### src/hw/tlc_pkg.sv
package tlc_pkg;

  // Register byte addresses
  localparam logic [7:0] TLC_ADDR_TEST = 8'h30;
  localparam logic [7:0] TLC_ADDR_CC1  = 8'h34;
  localparam logic [7:0] TLC_ADDR_CC2  = 8'h38;
  localparam logic [7:0] TLC_CC_RESET  = 8'h00;
  localparam logic [1:0] TLC_TEST_RESET = 2'h0;

  // Field positions of common_control_one
  localparam int TLC_CC1_TX_SLIP  = 7;
  localparam int TLC_CC1_LOCAL    = 6;
  localparam int TLC_CC1_SIG_ONES = 5;
  localparam int TLC_CC1_LINE     = 4;
  localparam int TLC_CC1_RATE     = 3;
  localparam int TLC_CC1_RX_SLIP  = 2;
  localparam int TLC_CC1_PAYLOAD  = 1;
  localparam int TLC_CC1_FRAMER   = 0;

  // Pin test codes {pin_test_sel_hi, pin_test_sel_lo}
  localparam logic [1:0] TLC_PT_NORMAL   = 2'h0;
  localparam logic [1:0] TLC_PT_TRISTATE = 2'h1;
  localparam logic [1:0] TLC_PT_LOW      = 2'h2;
  localparam logic [1:0] TLC_PT_HIGH     = 2'h3;

  // Frame geometry
  localparam logic [7:0]  TLC_FRAME_LAST = 8'hC0;
  localparam logic [7:0]  TLC_F_SLOT     = 8'h00;
  localparam logic [4:0]  TLC_ESF_LAST   = 5'h17;
  localparam logic [4:0]  TLC_D4_LAST    = 5'h0B;
  localparam logic [11:0] TLC_D4_PATTERN = 12'h8DC;
  localparam logic [5:0]  TLC_FPS_PATTERN = 6'h0B;

  // Indices of the pin inputs in the synchroniser vector
  localparam int TLC_IN_RXP  = 0;
  localparam int TLC_IN_RXN  = 1;
  localparam int TLC_IN_RCLK = 2;
  localparam int TLC_IN_TX_SERIAL_IN = 3;
  localparam int TLC_IN_TX_BIT_CLOCK = 4;
  localparam int TLC_N_IN    = 5;

  typedef enum logic [1:0] {
    TLC_BUS_IDLE = 2'b01,
    TLC_BUS_ACK  = 2'b10
  } tlc_bus_e;

  typedef struct packed {
    logic local_loop_en;
    logic line_loop_en;
    logic payload_loop_en;
    logic framer_loop_en;
  } tlc_loop_s;

  typedef struct packed {
    logic tx_frame_format_sel;
    logic tx_zero_subst_en;
    logic tx_fs_loading_en;
    logic tx_link_zero_stuff_en;
    logic rx_frame_format_sel;
    logic rx_zero_subst_en;
    logic rx_superframe96_en;
    logic rx_link_zero_destuff_en;
  } tlc_fmt_s;

  typedef struct packed {
    logic tx_line_pos;
    logic tx_line_neg;
    logic rx_ser;
    logic rx_clk;
    logic tx_channel_clock;
    logic tx_channel_block;
    logic tx_link_clock;
  } tlc_pins_s;

endpackage

### src/hw/tlc_loop_ctrl.sv
// Operation
// RULE1 - Test bits 00 run pins normally; 01 floats all outputs and port pins
// RULE2 - Test bits 10 drive all outputs low, parallel port excluded
// RULE3 - Test bits 11 drive all outputs high, parallel port excluded
// RULE4 - Rate select bit clear means 1.544MHz, set means 2.048MHz system clock
// RULE5 - Local loop keeps transmitting and feeds transmitted data to the receiver
// RULE6 - Software puts the jitter attenuator in the transmit path for local loop
// RULE7 - Line loop retransmits recovered line data with bipolar violations kept
// RULE8 - Line loop keeps the receive path running and ignores transmit serial data
// RULE9 - Payload loop sends the 192 received payload bits back, violations corrected
// RULE10 - Payload loop regenerates framing, CRC and link bits instead of looping them; here ESF CRC slots are sent as 0 and link slots as 1
// RULE11 - Payload loop times the transmit line from the recovered receive clock
// RULE12 - Payload loop holds transmit channel clock and channel block low
// RULE13 - Payload loop times the transmit link clock from the recovered clock
// RULE14 - Payload loop ignores the transmit serial data input
// RULE15 - Framer loop feeds transmit side data into the receive side
// RULE16 - Framer loop sends unframed all ones unless line loop is active
// RULE17 - Framer loop ignores data on the receive line pins
// RULE18 - Framer loop drives receive clock output from the transmit clock
// RULE19 - Format bit 7 selects transmit D4 or ESF; bit 6 enables transmit B8ZS
// RULE20 - Format bit 5 enables Fs loading; bit 4 enables transmit link stuffer
// RULE21 - Format bit 3 selects receive D4 or ESF; bit 2 enables receive B8ZS
// RULE22 - Format bit 1 enables superframe-96 receive; bit 0 enables link destuffer
// RULE23 - Loop selections switch together on the next bit period boundary
`timescale 1ns/10ps
`default_nettype none
module tlc_loop_ctrl
  import tlc_pkg::*;
(
  // Clock and reset
  input  wire logic        MCLK,
  input  wire logic        NRST,
  // Avalon-MM register slave
  input  wire logic [7:0]  AVS_ADDRESS,
  input  wire logic        AVS_READ,
  input  wire logic        AVS_WRITE,
  input  wire logic [31:0] AVS_WRITEDATA,
  output logic      [31:0] AVS_READDATA,
  output logic             AVS_WAITREQUEST,
  output logic             PORT_OE,
  // Line and backplane pin inputs
  input  wire logic        RX_LINE_POS,
  input  wire logic        RX_LINE_NEG,
  input  wire logic        RX_REC_CLOCK,
  input  wire logic        TX_SERIAL_IN,
  input  wire logic        TX_BIT_CLOCK,
  // Pin outputs, one shared enable
  output logic             TX_LINE_POS,
  output logic             TX_LINE_NEG,
  output logic             RX_SER_OUT,
  output logic             RX_CLK_OUT,
  output logic             TX_CHANNEL_CLOCK,
  output logic             TX_CHANNEL_BLOCK,
  output logic             TX_LINK_CLOCK,
  output logic             PIN_OE,
  // Configuration to neighbouring blocks
  output tlc_fmt_s         FORMAT_CTRL,
  output logic             TX_SLIP_BUFFER_EN,
  output logic             RX_SLIP_BUFFER_EN,
  output logic             RX_SIG_FORCE_ONES,
  output logic             SYS_CLOCK_RATE_SEL
);

  typedef struct packed {
    tlc_bus_e              bus;
    logic [7:0]            rdata;
    logic [1:0]            test;
    logic [7:0]            cc1;
    logic [7:0]            cc2;
    logic [TLC_N_IN-1:0]   sync_a;
    logic [TLC_N_IN-1:0]   sync_b;
    logic                  tx_bit_clock_prev;
    logic                  rclk_prev;
    tlc_loop_s             loop;
    logic [7:0]            frame_bit;
    logic [4:0]            frame_cnt;
    logic                  mark_neg;
    logic                  tx_data;
    tlc_pins_s             pins;
    logic                  pin_oe;
    logic                  port_oe;
  } tlc_state_s;

  tlc_state_s st;
  tlc_state_s next_st;

  // Framing bit for the current frame: regenerated, never looped
  function automatic logic f_bit(input logic esf, input logic [4:0] cnt);
    logic [2:0] fps_idx;
    fps_idx = cnt[4:2];
    if (!esf) begin
      f_bit = TLC_D4_PATTERN[4'(TLC_D4_LAST - cnt)];
    end else if (!cnt[0]) begin
      f_bit = 1'b1;
    end else if (cnt[1:0] == 2'h3) begin
      f_bit = TLC_FPS_PATTERN[3'(3'h5 - fps_idx)];
    end else begin
      f_bit = 1'b0;
    end
  endfunction

  logic tx_edge;
  logic rx_edge;
  logic tx_src_edge;
  logic rx_src_edge;
  logic line_pulse;
  logic tx_bit;
  logic rx_bit;
  logic [7:0] bit_in_chan;
  tlc_pins_s  pin_val;

  always_comb begin
    next_st = st;
    tx_bit = 1'b0;
    rx_bit = 1'b0;
    bit_in_chan = 8'h00;
    pin_val = st.pins;

    next_st.sync_a = {TX_BIT_CLOCK, TX_SERIAL_IN, RX_REC_CLOCK, RX_LINE_NEG, RX_LINE_POS};
    next_st.sync_b = st.sync_a;
    next_st.tx_bit_clock_prev = st.sync_b[TLC_IN_TX_BIT_CLOCK];
    next_st.rclk_prev = st.sync_b[TLC_IN_RCLK];
    tx_edge = st.sync_b[TLC_IN_TX_BIT_CLOCK] & ~st.tx_bit_clock_prev;
    rx_edge = st.sync_b[TLC_IN_RCLK] & ~st.rclk_prev;
    tx_src_edge = st.loop.payload_loop_en ? rx_edge : tx_edge; // RULE11
    rx_src_edge = st.loop.framer_loop_en ? tx_edge : rx_edge;  // RULE18
    line_pulse = st.sync_b[TLC_IN_RXP] | st.sync_b[TLC_IN_RXN];

    // Bus slave: one wait state, writes land on the first edge
    case (st.bus)
      TLC_BUS_IDLE: begin
        if (AVS_WRITE) begin
          next_st.bus = TLC_BUS_ACK;
          case (AVS_ADDRESS)
            TLC_ADDR_TEST: next_st.test = AVS_WRITEDATA[1:0];
            TLC_ADDR_CC1:  next_st.cc1 = AVS_WRITEDATA[7:0];
            TLC_ADDR_CC2:  next_st.cc2 = AVS_WRITEDATA[7:0]; // RULE19 RULE20 RULE21 RULE22
            default: ;
          endcase
        end else if (AVS_READ) begin
          next_st.bus = TLC_BUS_ACK;
          case (AVS_ADDRESS)
            TLC_ADDR_TEST: next_st.rdata = {6'h00, st.test};
            TLC_ADDR_CC1:  next_st.rdata = st.cc1;
            TLC_ADDR_CC2:  next_st.rdata = st.cc2;
            default:       next_st.rdata = 8'h00;
          endcase
        end
      end
      TLC_BUS_ACK: next_st.bus = TLC_BUS_IDLE;
      default:     next_st.bus = TLC_BUS_IDLE;
    endcase

    // All loop muxes move together, only on a bit boundary
    if (tx_edge | rx_edge) begin
      next_st.loop = '{local_loop_en:   st.cc1[TLC_CC1_LOCAL],
                       line_loop_en:    st.cc1[TLC_CC1_LINE],
                       payload_loop_en: st.cc1[TLC_CC1_PAYLOAD],
                       framer_loop_en:  st.cc1[TLC_CC1_FRAMER]}; // RULE23
    end

    // Transmit side
    if (tx_src_edge) begin
      if (st.frame_bit == TLC_F_SLOT) begin
        tx_bit = f_bit(st.cc2[7], st.frame_cnt); // RULE10 RULE19
      end else if (st.loop.payload_loop_en) begin
        tx_bit = line_pulse; // RULE9 RULE14
      end else begin
        tx_bit = st.sync_b[TLC_IN_TX_SERIAL_IN];
      end
      next_st.tx_data = tx_bit;
      if (st.frame_bit == TLC_FRAME_LAST) begin
        next_st.frame_bit = TLC_F_SLOT;
        if (st.frame_cnt == (st.cc2[7] ? TLC_ESF_LAST : TLC_D4_LAST)) begin
          next_st.frame_cnt = 5'h00;
        end else begin
          next_st.frame_cnt = st.frame_cnt + 5'h01;
        end
      end else begin
        next_st.frame_bit = st.frame_bit + 8'h01;
      end
      if (st.loop.line_loop_en) begin
        // Line data goes back unchanged; transmit serial input unused
        pin_val.tx_line_pos = st.sync_b[TLC_IN_RXP]; // RULE7 RULE8
        pin_val.tx_line_neg = st.sync_b[TLC_IN_RXN]; // RULE7
      end else begin
        if (st.loop.framer_loop_en) begin
          tx_bit = 1'b1; // RULE16
        end
        // AMI: marks alternate, so any looped violations are rebuilt clean
        pin_val.tx_line_pos = tx_bit & ~st.mark_neg;
        pin_val.tx_line_neg = tx_bit & st.mark_neg;
        next_st.mark_neg = st.mark_neg ^ tx_bit;
      end
    end

    // Receive side
    if (rx_src_edge) begin
      if (st.loop.framer_loop_en) begin
        rx_bit = st.tx_data; // RULE15 RULE17
      end else if (st.loop.local_loop_en) begin
        rx_bit = st.pins.tx_line_pos | st.pins.tx_line_neg; // RULE5
      end else begin
        rx_bit = line_pulse;
      end
      pin_val.rx_ser = rx_bit;
    end
    pin_val.rx_clk = st.loop.framer_loop_en ? st.sync_b[TLC_IN_TX_BIT_CLOCK] : st.sync_b[TLC_IN_RCLK]; // RULE18
    pin_val.tx_link_clock = st.loop.payload_loop_en ? st.sync_b[TLC_IN_RCLK] : st.sync_b[TLC_IN_TX_BIT_CLOCK]; // RULE13

    bit_in_chan = st.frame_bit - 8'h01;
    if (st.loop.payload_loop_en) begin
      pin_val.tx_channel_clock = 1'b0; // RULE12
      pin_val.tx_channel_block = 1'b0; // RULE12
    end else begin
      pin_val.tx_channel_clock = (st.frame_bit != TLC_F_SLOT) & ~bit_in_chan[2];
      pin_val.tx_channel_block = (st.frame_bit == TLC_F_SLOT);
    end

    // Pin test overrides apply to the registered pin image
    next_st.pins = pin_val;
    next_st.pin_oe = 1'b1;
    next_st.port_oe = 1'b1;
    case (st.test)
      TLC_PT_TRISTATE: begin
        next_st.pins = '0;
        next_st.pin_oe = 1'b0; // RULE1
        next_st.port_oe = 1'b0; // RULE1
      end
      TLC_PT_LOW:  next_st.pins = '0; // RULE2
      TLC_PT_HIGH: next_st.pins = '1; // RULE3
      default: ;
    endcase
    // Test mode forces rx_ser to the test level and holds the AMI mark polarity
    if (st.test != TLC_PT_NORMAL) begin
      next_st.pins.rx_ser = (st.test == TLC_PT_HIGH);
      next_st.mark_neg = st.mark_neg;
    end
  end

  always_ff @(posedge MCLK or negedge NRST) begin
    if (!NRST) begin
      st <= '{bus: TLC_BUS_IDLE, rdata: TLC_CC_RESET, test: TLC_TEST_RESET,
              cc1: TLC_CC_RESET, cc2: TLC_CC_RESET, sync_a: '0, sync_b: '0,
              tx_bit_clock_prev: 1'b0, rclk_prev: 1'b0, loop: '0, frame_bit: TLC_F_SLOT,
              frame_cnt: 5'h00, mark_neg: 1'b0, tx_data: 1'b0, pins: '0,
              pin_oe: 1'b1, port_oe: 1'b1};
    end else begin
      st <= next_st;
    end
  end

  assign AVS_WAITREQUEST   = (AVS_READ | AVS_WRITE) & (st.bus != TLC_BUS_ACK);
  assign AVS_READDATA      = {24'h000000, st.rdata};
  assign PORT_OE           = st.port_oe;
  assign TX_LINE_POS       = st.pins.tx_line_pos;
  assign TX_LINE_NEG       = st.pins.tx_line_neg;
  assign RX_SER_OUT        = st.pins.rx_ser;
  assign RX_CLK_OUT        = st.pins.rx_clk;
  assign TX_CHANNEL_CLOCK  = st.pins.tx_channel_clock;
  assign TX_CHANNEL_BLOCK  = st.pins.tx_channel_block;
  assign TX_LINK_CLOCK     = st.pins.tx_link_clock;
  assign PIN_OE            = st.pin_oe;
  assign FORMAT_CTRL       = tlc_fmt_s'(st.cc2); // RULE19 RULE20 RULE21 RULE22
  assign TX_SLIP_BUFFER_EN = st.cc1[TLC_CC1_TX_SLIP];
  assign RX_SLIP_BUFFER_EN = st.cc1[TLC_CC1_RX_SLIP];
  assign RX_SIG_FORCE_ONES = st.cc1[TLC_CC1_SIG_ONES];
  assign SYS_CLOCK_RATE_SEL = st.cc1[TLC_CC1_RATE]; // RULE4
endmodule // tlc_loop_ctrl
`default_nettype wire

### config.mk
export PLATFORM = sky130hd
export DESIGN_NAME = tlc_loop_ctrl
export DESIGN_NICKNAME = d
export VERILOG_FILES = /design/src/hw/tlc_pkg.sv /design/src/hw/tlc_loop_ctrl.sv
export SDC_FILE = /design/constraint.sdc
export NUM_CORES = 1
export LEC_CHECK = 0
export BUFFER_PORTS_ARGS = -buffer_cell sky130_fd_sc_hd__buf_2
export CORE_UTILIZATION = 46
export CTS_CLUSTER_SIZE = 24
export DETAILED_ROUTE_END_ITERATION = 8
export GPL_TIMING_DRIVEN = 0
export PLACE_DENSITY_LB_ADDON = 0.25
export SKIP_LAST_GASP = 1
export SYNTH_ARGS = -nofsm -noshare
export SYNTH_HDL_FRONTEND = slang
export SYNTH_SLANG_ARGS = --single-unit
export TNS_END_PERCENT = 50
### constraint.sdc
create_clock -name MCLK -period 2.42 [get_ports MCLK]
set_clock_uncertainty 0.2 [all_clocks]
set_input_delay 0.242 -clock MCLK [delete_from_list [all_inputs] [get_ports MCLK]]
set_output_delay 0.242 -clock MCLK [all_outputs]
set_load 0.1 [all_outputs]
== Word-level counts from Yosys, hierarchy flattened ==
Memories as Yosys holds them, arrays and structs flattened.
Cells that the tools add are included.
Word-level totals
  output and inout port bits: 54
  register bits: 68
  input port bits: 49
  memories kept: 2
  bits in read-only memories: 24
Memory list
  (name not given): depth 16, width 1, read ports 1, clocked after memory_dff 0, wr ports 0, line tlc_loop_ctrl.sv:92  | f_bit = TLC_D4_PATTERN[4'(TLC_D4_LAST - cnt)];
  (name not given): depth 8, width 1, read ports 1, clocked after memory_dff 0, wr ports 0, line tlc_loop_ctrl.sv:96  | f_bit = TLC_FPS_PATTERN[3'(3'h5 - fps_idx)];
Operators by class
  $lt $le $gt $ge: 2
  multiplexer cells: 30
  bitwise operators: 18
  reductions and logical operators: 12
  eq/ne operators: 12
  add/subtract/negate cells: 5
Operators with widths (number)
  8-bit by 6-bit == test with 1-bit output (second input constant): 3
  8-bit case mux with 3 select lines: 1
  1-bit two-way mux: 18
  3-bit AND reduction: 5
  7-bit case mux with 2 select lines: 1
  2-bit two-way mux: 6
  10-bit two-way mux: 1
  5-bit two-way mux: 2
  8-bit by 1-bit adder with 8-bit output (second input constant): 1
  8-bit == test (second input constant): 1
  8-bit zero test: 1
  8-bit two-way mux: 1
  8-bit nonzero test: 1
  1-bit inverter: 7
  1-bit bitwise AND: 6
  2-bit == test (second input constant): 3
  5-bit by 1-bit adder with 5-bit output (second input constant): 1
  5-bit == test: 1
  4-bit by 5-bit less-than comparator with 1-bit output (second input constant): 1
  2-bit by 1-bit == test with 1-bit output (second input constant): 2
  3-bit by 4-bit less-than comparator with 1-bit output (second input constant): 1
  1-bit bitwise OR: 4
  4-bit nonzero test: 1
  4-bit subtractor (first input constant): 1
  9 further kinds: 9

== Depth between registers and ports, before layout ==
Gate-level depths: netlist of run 1.
  depth in word-level cells: 15
  mapped depth: 10

== Worst setup path after synthesis of run 1 ==
Ideal clock, no wire load.
  path kind: register -> register
  start point: register st[18] (netlist bit)
  end point: register st (netlist bit TX_LINE_POS)
  clock period less this slack: 2.458 ns
  arrival time: 2.132 ns
  cell stages (with the launch flop): 10
  path buffers: 1
  setup slack: -0.038 ns
  setup time: 0.126 ns
  cell sequence: dfrtp_1 -> buf_6 -> or3_1 -> or4_4 -> o211ai_1 -> nand3b_1 -> ha_1 -> mux2i_1 -> a21oi_1 -> mux2_2
On the way
  longest elaborated chain between the ends: 9
Ends and longest elaborated chain
  start: declaration: line tlc_loop_ctrl.sv:84  | tlc_state_s st;
  start signal: assignment: line tlc_loop_ctrl.sv:243  | st <= '{bus: TLC_BUS_IDLE, rdata: TLC_CC_RESET, test: TLC_TEST_RESET,
  start signal: assignment: line tlc_loop_ctrl.sv:249  | st <= next_st;
  8-bit zero test: line tlc_loop_ctrl.sv:164  | if (st.frame_bit == TLC_F_SLOT) begin
  1-bit two-way mux: line tlc_loop_ctrl.sv:164
  1-bit two-way mux: line tlc_loop_ctrl.sv:187  | if (st.loop.framer_loop_en) begin
  1-bit two-way mux: line tlc_loop_ctrl.sv:182  | if (st.loop.line_loop_en) begin
  1-bit two-way mux: line tlc_loop_ctrl.sv:163  | if (tx_src_edge) begin
  1-bit bitwise AND: line tlc_loop_ctrl.sv:191  | pin_val.tx_line_pos = tx_bit & ~st.mark_neg;
  2-bit two-way mux: line tlc_loop_ctrl.sv:182
  2-bit two-way mux: line tlc_loop_ctrl.sv:163
  7-bit case mux with 2 select lines: line tlc_loop_ctrl.sv:224  | case (st.test)
No other way between the ends. The select of a mux whose other input is x is not followed.
A chain may end at the register's enable or synchronous reset.

== Worst setup path after layout of run 1 ==
  start point: register st[21] (netlist bit)
  end point: register st (netlist bit TX_LINE_NEG)
On the way
  longest elaborated chain between the ends: 9
Ends and longest elaborated chain
  8-bit zero test: line tlc_loop_ctrl.sv:164
  1-bit two-way mux: line tlc_loop_ctrl.sv:164
  1-bit two-way mux: line tlc_loop_ctrl.sv:187
  1-bit two-way mux: line tlc_loop_ctrl.sv:182
  1-bit two-way mux: line tlc_loop_ctrl.sv:163
  1-bit bitwise AND: line tlc_loop_ctrl.sv:192  | pin_val.tx_line_neg = tx_bit & st.mark_neg;
  2-bit two-way mux: line tlc_loop_ctrl.sv:182
  2-bit two-way mux: line tlc_loop_ctrl.sv:163
  7-bit case mux with 2 select lines: line tlc_loop_ctrl.sv:224
No other way between the ends. The select of a mux whose other input is x is not followed.

==> summary.md, run 1 <==
| Metric | Value |
|---|---|
| Status | `finished with violations` |
| Violated checks | `setup timing` |
| Synth cell types | `46` |
| CTS tree | `done` |
| Placer Congestion | `0.835` |
| CTS buffer count | `9` |
| Fmax | `396 MHz` |
| Register area | `1680 um^2` |
| Post-synthesis cell count | `302` |
| Pleak | `around 2.2 nW` |
| Design area | `about 4300 um^2` |
| Net switching power | `1.40 mW` |
| Post-Route WL | `around 7 mm` |
| Max-Cap Viols | `0` |
| CP Class | `reg -> reg` |
| Startpoint class of the critical path | `flop` |
| Area of the core | `6940 um^2` |
| Pre-antenna DRT Iters | `4` |
| I/O Pins | `103` |
| Slew headroom | `44.4%` |
| DP Wirelength | `4.48 mm` |
| EDFF count, synth | `0` |
| Area Growth Syn to Fin | `27.6%` |
| CP endpoint | `TX_LINE_NEG` |
| Peak VDD IR | `~1.3 mV` |
| Leading cell type in the layout, fill and taps excluded | `dfrtp_1` |
| Die area | `7710 um^2` |
| Tcrit/Tclk final | `104%` |
| Register area share after synthesis | `approximately half` |
| Final hold violation count | `0` |
| Fillers | `578` |
| Sum Neg Setup Slack | `-0.197 ns` |
| Pin count of the biggest net entering global routing | `68` |
| Hold_sp | `AVS_READ` |
| RSZ-0062 raised after global routing | `yes` |
| Post-DR wirelength/cell | `13.2 um` |
| Worst R2R Setup Slack | `-0.10 ns` |
| CP endpoint kind | `flop` |
| Sequential power share | `a little under two fifths` |
| Width of the die | `87.8 um` |
| Crit. path cell count | `8` |
| Fraction of layout cells with a size suffix above 1 | `38.4%` |
| Critical Path Max Stage Delay | `0.45 ns` |
| Final slew viol count | `0` |
| Critical Path Start | `st[21]` |
| Total grt overflow | `0` |
| Comb pwr share | `34.8%` |
| HP Class | `in -> reg` |
| Starting Density | `48.8%` |
| First-pass GRT wire length | `11.3 mm` |
| Arrival time worst endpoint | `2.55 ns` |
| Syn Std Cell Area | `3390 um^2` |
| Worst-path clk slew | `0.07 ns` |
| Row count | `30` |
| WP data required | `2.45 ns` |
| Port Buffers | `between 50 and 60` |
| R2R depth | `8` |
| DR vias | `2496` |
| Total internal power | `between 2 and 2.5 mW` |
| Clk_lat worst skew | `between 0.3 and 0.4 ns` |
| DR DRC count | `0` |
| Multi-input combinational cell area | `1440 um^2` |
| Final antenna-violating net count | `0` |
| Ys async rst share | `100%` |
| RR Startpoint | `st[21]` |
| Minimum clock period after layout | `2.52 ns` |
| Post-synthesis register bit count | `67` |
| DRT iter0 DRCs | `130` |
| Area after DPL | `3870 um^2` |
| Commonest register cell after synthesis | `dfrtp_1` |
| CP Cell Sequence | `or3_4, or4_4, o211ai_1, nand3b_1, ha_2, mux2i_1, a21oi_1, mux2_4` |
| Vias in the first global route | `2460` |
| CP max FO | `3` |
| CTS root buffer | `clkbuf_8` |
| DR vias/cell | `4.85` |
| Sink Count | `67` |
| Synth warn | `0` |
| Least-Margin Pin Slew | `~0.83 ns` |
| FF-to-FF End | `TX_LINE_NEG` |
| Clock Tree Buf Depth | `2` |
| Dominant delay contributor by cell family on the critical path | `simple AND/OR/NAND/NOR gates` |
| Final setup vio count | `2` |
| Hold path depth | `3` |
| # diodes | `0` |
| Sw Share | `slightly below 40%` |
| Initial antenna violation count | `0` |
| Most frequent cells in the layout | `dfrtp_1 (65), buf_2 (54), buf_4 (54), conb_1 (24), mux2_2 (23)` |
| GRT Overall Usage | `19.4%` |
| Slowest CP cell | `or4_4` |
| Power share of the clock group | `27.8%` |
| Die Span Y | `87.8 um` |
| CTS H-tree lvls | `3` |
| Nets | `475` |
| Final WS setup | `-0.102 ns` |
| Buf+Inv Stages, Crit Path | `0` |
| Pwr Density | `836 nW/um^2` |
| Syn_area_per_cell | `11.2 um^2` |
power groups by stage:
stage          clock network (mW)  logic (mW)  registers [mW]
6_report                     1.00        1.26            1.35
5_1_grt                      1.07        1.34            1.37
4_1_cts                      1.01        1.19            1.35
3_5_place_dp                    0        1.12            1.37
3_3_place_gp                    0        1.11            1.36
2_1_floorplan                   0       0.613            1.68
cell usage after synthesis (6+ instances only):
cell type / instances / area share (%)
nand3_1: 6 / 0.89
buf_4: 42 / 9.3
inv_1: 13 / 1.4
a22oi_1: 6 / 1.3
dfrtp_1: 65 / 48
o31ai_1: 10 / 2.2
ha_1: 12 / 4.4
nor2b_1: 7 / 1.3
nor2_1: 8 / 0.89
mux2_2: 24 / 8.0
o21ai_0: 17 / 2.5
nand2_1: 17 / 1.9
a21oi_1: 8 / 1.2
mux2i_1: 10 / 3.0
nand2b_1: 6 / 1.1
how the worst min path moves through the flow:
| stage | endpoint | slack, ns |
|---|---|---|
| global placement | st[31] | 0.13 |
| global route | st[67] | 0.07 |
| finish | st[67] | 0.05 |
| detailed placement | next_st[28] | 0.14 |
| floorplan | AVS_READDATA[0] | -0.25 |
| CTS | st[67] | 0.04 |
registers in the layout, summed over array words and instances (netlist names), 7 cells and up:
| name | flops |
|---|---|
| AVS_READDATA | 8 |
| next_st | 7 |
| FORMAT_CTRL | 8 |
| st | 32 |
metal layers:
layer	GRT usage, %	part of all wire, %	vias up
li1	-	-	1222
met1	25.1	47	1192
met2	31.4	48	66
met3	3.20	3.4	16
met4	10.1	2.2	0
met5	0	0	-
worst min-delay path, stage by stage:
cell	delay (ns)
buf_2	0.11
nor2_1	0.12
nor3_1	0.08
metrics by stage:
stage / util [%] / setup slack [ns] / hold slack (ns) / instances / power [mW]
2_1_floorplan: - / -0.0358 / -0.254 / 325 / 2.29
4_1_cts: 61.2 / -0.174 / 0.0399 / 507 / 3.56
5_1_grt: 62.2 / -0.229 / 0.0731 / 515 / 3.78
3_5_place_dp: 55.7 / -0.216 / 0.136 / 475 / 2.49
6_report: 62.2 / -0.102 / 0.0471 / 515 / 3.61
3_3_place_gp: 55.6 / -0.196 / 0.133 / 475 / 2.48
logic make-up (layout without fill, tap and decap cells):
kind of cell    after synthesis  in the layout  share of synthesized area, %
compound gates               50             50                          9.42
buf+inv                      60            154                          11.6
other cells                   1             24                         0.111
fa+ha+maj                    12             12                          4.43
flops                        67             67                          49.6
simple gates                 72             72                          12.4
mux                          34             34                          10.9
xor+xnor                      6              6                          1.55
cell type report:
class	count	share of cell area, %
clock inverters	5	1.80
plain buffers	46	7.67
well taps	96	2.78
inverters	13	1.13
multi-input cells	198	33.2
flip-flops and latches	67	38.9
repair buffers	79	11.5
clock buffers	11	3.04
timing repair:
action,4_1_cts,5_1_grt
setup endpoints to repair,3,4
pin swaps,6,5
hold buffers,14,0
hold endpoints to repair,88,0
buffers inserted,2,9
gates resized for setup,5,4
(Power assumes the default switching activity.)
==> inputs of run 2 (changes only) <==
--- a/config.mk
+++ b/config.mk
@@ -6,7 +6,7 @@
 export NUM_CORES = 1
 export LEC_CHECK = 0
 export BUFFER_PORTS_ARGS = -buffer_cell sky130_fd_sc_hd__buf_2
-export CORE_UTILIZATION = 46
+export CORE_UTILIZATION = 25
 export CTS_CLUSTER_SIZE = 24
 export DETAILED_ROUTE_END_ITERATION = 8
 export GPL_TIMING_DRIVEN = 0
==> run 2 against run 1 <==
Global-route usage decreased by 8.4 points. The flow still finishes with violations (setup timing). Cell area increased by 4.7%. Sequential power about the same. Sequential share of layout area decreased by 1.7 points. Critical path depth unchanged.
==> summary.md, run 2 (synthesis gave the netlist of run 1 again) <==
| Metric | Value |
|---|---|
| Status | `finished with violations` |
| Violated checks | `setup timing` |
| WHS Endpoint | `st[48]` |
| Die area | `14000 um^2` |
| RSZ-0062 raised after global routing | `yes` |
| Post-Route WL | `7.26 mm` |
| Port Buffers | `54` |
| CP endpoint kind | `flop` |
| Nets | `between 400 and 500` |
| Arrival time worst endpoint | `2.58 ns` |
| Dominant delay contributor by cell family on the critical path | `simple AND/OR/NAND/NOR gates` |
| RR Startpoint | `st[20]` |
| DRT iter0 DRCs | `71` |
| GRT Overall Usage | `11.0%` |
| Area of the core | `13200 um^2` |
| Startpoint class of the critical path | `flop` |
| Pin count of the biggest net entering global routing | `68` |
| Final antenna-violating net count | `0` |
| Design area | `4520 um^2` |
| Register area | `between 1500 and 2000 um^2` |
| Fraction of layout cells with a size suffix above 1 | `39.0%` |
| Least-Margin Pin Slew | `0.846 ns` |
| Minimum clock period after layout | `about 2.6 ns` |
| CTS buffer count | `9` |
| Vias in the first global route | `2442` |
| Post-DR wirelength/cell | `12.2 um` |
| Max reg flops | `32` |
| CP Class | `reg -> reg` |
| Fmax | `approximately 390 MHz` |
| Clock Tree Buf Depth | `2` |
| Most frequent cells in the layout | `dfrtp_1 (65), buf_4 (56), buf_2 (54), conb_1 (24), mux2_2 (23)` |
| Total grt overflow | `0` |
| Pre-antenna DRT Iters | `4` |
| Buf+Inv Stages, Crit Path | `0` |
| Final hold violation count | `0` |
| WP data required | `2.43 ns` |
| Slew headroom | `43.4%` |
| Placer Congestion | `0.776` |
| CP max FO | `3` |
| Initial antenna violation count | `0` |
| Pwr Density | `873 nW/um^2` |
| DR DRC count | `0` |
| Max-Cap Viols | `0` |
| DP Wirelength | `5.05 mm` |
| Final slew viol count | `0` |
| Final WS setup | `-0.152 ns` |
| Total Power | `around 3.9 mW` |
| Multi-input combinational cell area | `1440 um^2` |
| Area Growth Syn to Fin | `33.5%` |
| Leading cell type in the layout, fill and taps excluded | `dfrtp_1` |
| Slowest CP cell | `or4_4` |
| Row count | `42` |
| Critical Path Max Stage Delay | `0.45 ns` |
| CTS H-tree lvls | `3` |
| Pleak | `2.24 nW` |
| Worst-path clk slew | `0.05 ns` |
| DR vias/cell | `roughly 4.2` |
| Peak VDD IR | `0.905 mV` |
| R2R depth | `8` |
| Clk_lat worst skew | `0.32 ns` |
| Tcrit/Tclk final | `106%` |
| CTS root buffer | `clkbuf_16` |
| Hold path depth | `2` |
| Worst R2R Setup Slack | `-0.15 ns` |
| Die Span Y | `118 um` |
| CTS tree | `done` |
| Setup WS pre-CTS | `-0.206 ns` |
| First-pass GRT wire length | `12.1 mm` |
| Width of the die | `118 um` |
| Final setup vio count | `3` |
| Hold_sp | `AVS_WRITEDATA[0]` |
| FF-to-FF End | `TX_LINE_POS` |
| Register bank with the most flops | `st` |
| Area after DPL | `3970 um^2` |
| CP Cell Sequence | `or3_4, or4_4, o211ai_1, nand3b_1, ha_2, mux2i_1, a21oi_1, mux2_4` |
| # diodes | `0` |
| Sink Count | `67` |
| DR vias | `around 2500` |
| HP Class | `in -> reg` |
| I/O Pins | `103` |
| Starting Density | `25.6%` |
| Fillers | `1354` |
run 2: cell count changes in the layout (fill, tap and decap cells not counted), sizes merged:
cell / change
clkbuf: +1
bufinv: -1
buf: +2
dlygate4sd3: -1
clkinv: +1
clkinvlp: -1
run 2: layout make-up:
type	instances	share of cell area, %
sequential	67	37.1
multi-input combinational	198	31.8
timing repair buffer	80	11.1
buffer	46	7.33
clock buffer	12	5.67
tap	176	4.87
clock inverter	4	1.08
inverter	13	1.08
run 2: what timing repair did:
| item | CTS | global route |
|---|---|---|
| endpoints found under the hold margin | 85 | 0 |
| buffers inserted | 10 | 3 |
| gates resized for setup | 5 | 4 |
| hold buffers | 13 | 0 |
| setup endpoints to repair | 3 | 4 |
| pin swaps | 6 | 3 |
run 2: report_power, final:
part,internal (mW),switching (mW)
registers,1.26,0.0963
clock network,0.852,0.461
logic,0.394,0.887
run 2: layer usage:
metal	global-route usage [%]	part of all wire, %
met3	2.65	3.6
met4	3.64	0.74
met1	14.1	46
met2	18.1	49
met5	0	0
run 2: worst max path at each step:
stage	from	to	slack, ns	cells past startpoint
floorplan	st[18]	TX_LINE_POS	-0.04	9
global placement	st[18]	TX_LINE_POS	-0.21	9
detailed placement	st[18]	TX_LINE_NEG	-0.21	9
CTS	st[18]	TX_LINE_NEG	-0.14	9
global route	st[20]	TX_LINE_POS	-0.25	8
finish	st[20]	TX_LINE_POS	-0.15	8
run 2: through the flow:
step	setup TNS [ns]	hold slack [ns]	std cells	utilization [%]
floorplan	-0.0939	-0.254	325	-
global placement	-0.635	0.134	555	29.9
detailed placement	-0.570	0.136	555	30.0
CTS	-0.360	0.00472	594	34.0
global route	-0.794	0.00985	596	34.1
finish	-0.432	0.00303	596	34.1
==> inputs of run 3 (changes only) <==
==> constraint.sdc (replaced) <==
create_clock -name MCLK -period 3 [get_ports MCLK]
set_clock_uncertainty 0.2 [all_clocks]
set_input_delay 0.3 -clock MCLK [delete_from_list [all_inputs] [get_ports MCLK]]
set_output_delay 0.3 -clock MCLK [all_outputs]
set_load 0.1 [all_outputs]
==> run 3 against run 2 <==
The run now ends clean. Sequential share of layout area up 2.0 points. Non-clock buffer count down 19. Critical path depth grew 1. Count of clock-buffer cells in the layout stayed put. Sequential power is 20% lower. Wire length is 2.9% lower. Largest cell class unchanged. Highest routed layer unchanged.
==> summary.md, run 3 (synthesis gave the netlist of run 1 again) <==
| Metric | Value |
|---|---|
| CP max FO | `8` |
| Most frequent cells in the layout | `dfrtp_1 (65), buf_2 (54), buf_4 (43), mux2_2 (24), conb_1 (24)` |
| Die area | `~14000 um^2` |
| Fmax | `about 370 MHz` |
| Placed Cells | `555` |
| Area Growth Syn to Fin | `26.6%` |
| Minimum clock period after layout | `2.67 ns` |
| Sink Count | `67` |
| Port Buffers | `54` |
| Row count | `42` |
| Total Power | `2.94 mW` |
| Multi-input combinational cell area | `1400 um^2` |
| Final setup vio count | `0` |
| Post-Route WL | `7.04 mm` |
| DR vias/cell | `4.20` |
| WHS Endpoint | `FORMAT_CTRL[3]` |
| Placer Congestion | `0.796` |
| Leading cell type in the layout, fill and taps excluded | `dfrtp_1` |
| DP Wirelength | `5.10 mm` |
| GRT Overall Usage | `about 11%` |
| Max reg flops | `32` |
| CTS buffer count | `9` |
| Pre-antenna DRT Iters | `4` |
| FF-to-FF End | `TX_LINE_NEG` |
| Die Span Y | `118 um` |
| Fillers | `1428` |
| Non-filler cells, final | `576` |
| Register bank with the most flops | `st` |
| Pin count of the biggest net entering global routing | `68` |
| First-pass GRT wire length | `11.8 mm` |
| DRT iter0 DRCs | `73` |
| DR DRC count | `0` |
| Worst R2R Setup Slack | `approximately 0.33 ns` |
| HP Class | `in -> reg` |
| Slew headroom | `between 40% and 50%` |
| Status | `finished clean` |
| CTS root buffer | `clkbuf_16` |
| Least-Margin Pin Slew | `0.857 ns` |
| RR Startpoint | `st[18]` |
| Area of the core | `13200 um^2` |
| Vias in the first global route | `2357` |
| Width of the die | `118 um` |
| Dominant delay contributor by cell family on the critical path | `simple AND/OR/NAND/NOR gates` |
| Startpoint class of the critical path | `flop` |
| Clk_lat worst skew | `0.33 ns` |
| Register area | `1680 um^2` |
| Final hold violation count | `0` |
| Arrival time worst endpoint | `approximately 2.7 ns` |
| Final slew viol count | `0` |
| Pleak | `2.13 nW` |
| CP Class | `reg -> reg` |
| Worst-path clk slew | `0.05 ns` |
| Total grt overflow | `0` |
| RSZ-0062 raised after global routing | `no` |
| Starting Density | `between 20% and 30%` |
| CP Cell Sequence | `buf_6, or3_1, or4_4, o211ai_1, nand3b_1, ha_1, mux2i_1, a21oi_1, mux2_2` |
| Area after DPL | `between 3000 and 4000 um^2` |
| Peak VDD IR | `between 0.7 and 0.8 mV` |
| Setup bufs post-CTS | `0` |
| Fraction of layout cells with a size suffix above 1 | `35.8%` |
| Nets | `457` |
| # diodes | `0` |
| Hold path depth | `2` |
| R2R depth | `9` |
| Pwr Density | `686 nW/um^2` |
| CTS tree | `done` |
| WP data required | `3.01 ns` |
| Sum Neg Setup Slack | `0 ns` |
| Clock Tree Buf Depth | `2` |
| Hold_sp | `AVS_WRITEDATA[3]` |
| Design area | `4290 um^2` |
| I/O Pins | `103` |
| CTS H-tree lvls | `3` |
| DR vias | `2418` |
| Tcrit/Tclk final | `88.9%` |
| CP endpoint kind | `flop` |
| Critical Path Max Stage Delay | `between 0.5 and 0.6 ns` |
| Slowest CP cell | `or4_4` |
| Core Util, Final | `roughly a third` |
| Buf+Inv Stages, Crit Path | `1` |
| Max-Cap Viols | `0` |
| Post-DR wirelength/cell | `between 10 and 15 um` |
| Final antenna-violating net count | `0` |
| Initial antenna violation count | `0` |
## run 3: changes by cell type in the layout (fill, tap and decap cells not counted), moves of 2 or more
cell,delta
inv_2,-2
dlygate4sd3_1,-7
buf_4,-13
ha_2,-2
ha_1,+3
inv_1,+2
## run 3: layer usage
metal | vias up | GRT usage (%) | share of wire, %
met3 | 12 | 1.50 | 3.1
met2 | 55 | 16.3 | 46
met4 | 0 | 6.65 | 2.4
met5 | - | 0 | 0
li1 | 1180 | - | -
met1 | 1171 | 14.4 | 48
## run 3: timing repair
item	4_1_cts	5_1_grt
hold buffers	6	0
hold endpoints to repair	70	0
resized for setup	0	0
## run 3: worst reg2reg max path, stage by stage, from the launching register on
cell and delay [ns]:
dfrtp_1 0.37, buf_6 0.13, or3_1 0.33, or4_4 0.52
o211ai_1 0.12, nand3b_1 0.15, ha_1 0.21, mux2i_1 0.16
a21oi_1 0.09, mux2_2 0.27
## run 3: worst max-delay path by stage
stage	end	depth (start not counted)	slack, ns	start
after CTS	TX_LINE_NEG	9	0.32	st[18]
after floorplan	AVS_WAITREQUEST	2	0.50	st[66]
after global placement	TX_LINE_POS	9	0.37	st[18]
final	TX_LINE_NEG	9	0.33	st[18]
after detailed placement	TX_LINE_NEG	9	0.34	st[18]
after global routing	TX_LINE_NEG	9	0.20	st[18]
## run 3: stage by stage
stage / hold slack [ns] / setup WS, ns
4_1_cts: 0.000580 / 0.324
3_3_place_gp: 0.133 / 0.365
2_1_floorplan: -0.196 / 0.500
6_report: 0.0126 / 0.332
3_5_place_dp: 0.136 / 0.336
5_1_grt: 0.0126 / 0.200
## run 3: area by class of cell
| type | count | area share [%] |
|---|---|---|
| Multi-Input combinational cell | 198 | 32.7 |
| Tap cell | 176 | 5.14 |
| Clock inverter | 3 | 0.350 |
| Sequential cell | 67 | 39.2 |
| Inverter | 13 | 1.14 |
| Buffer | 47 | 8.00 |
| Clock buffer | 12 | 5.75 |
| Timing Repair Buffer | 60 | 7.76 |
## run 3: power by group
group / switching, mW / internal (mW) / leakage, nW
Sequential: 0.0742 / 1.02 / 0.873
Clock: 0.361 / 0.572 / 0.132
Combinational: 0.683 / 0.234 / 1.13
Total: 1.12 / 1.82 / 2.13
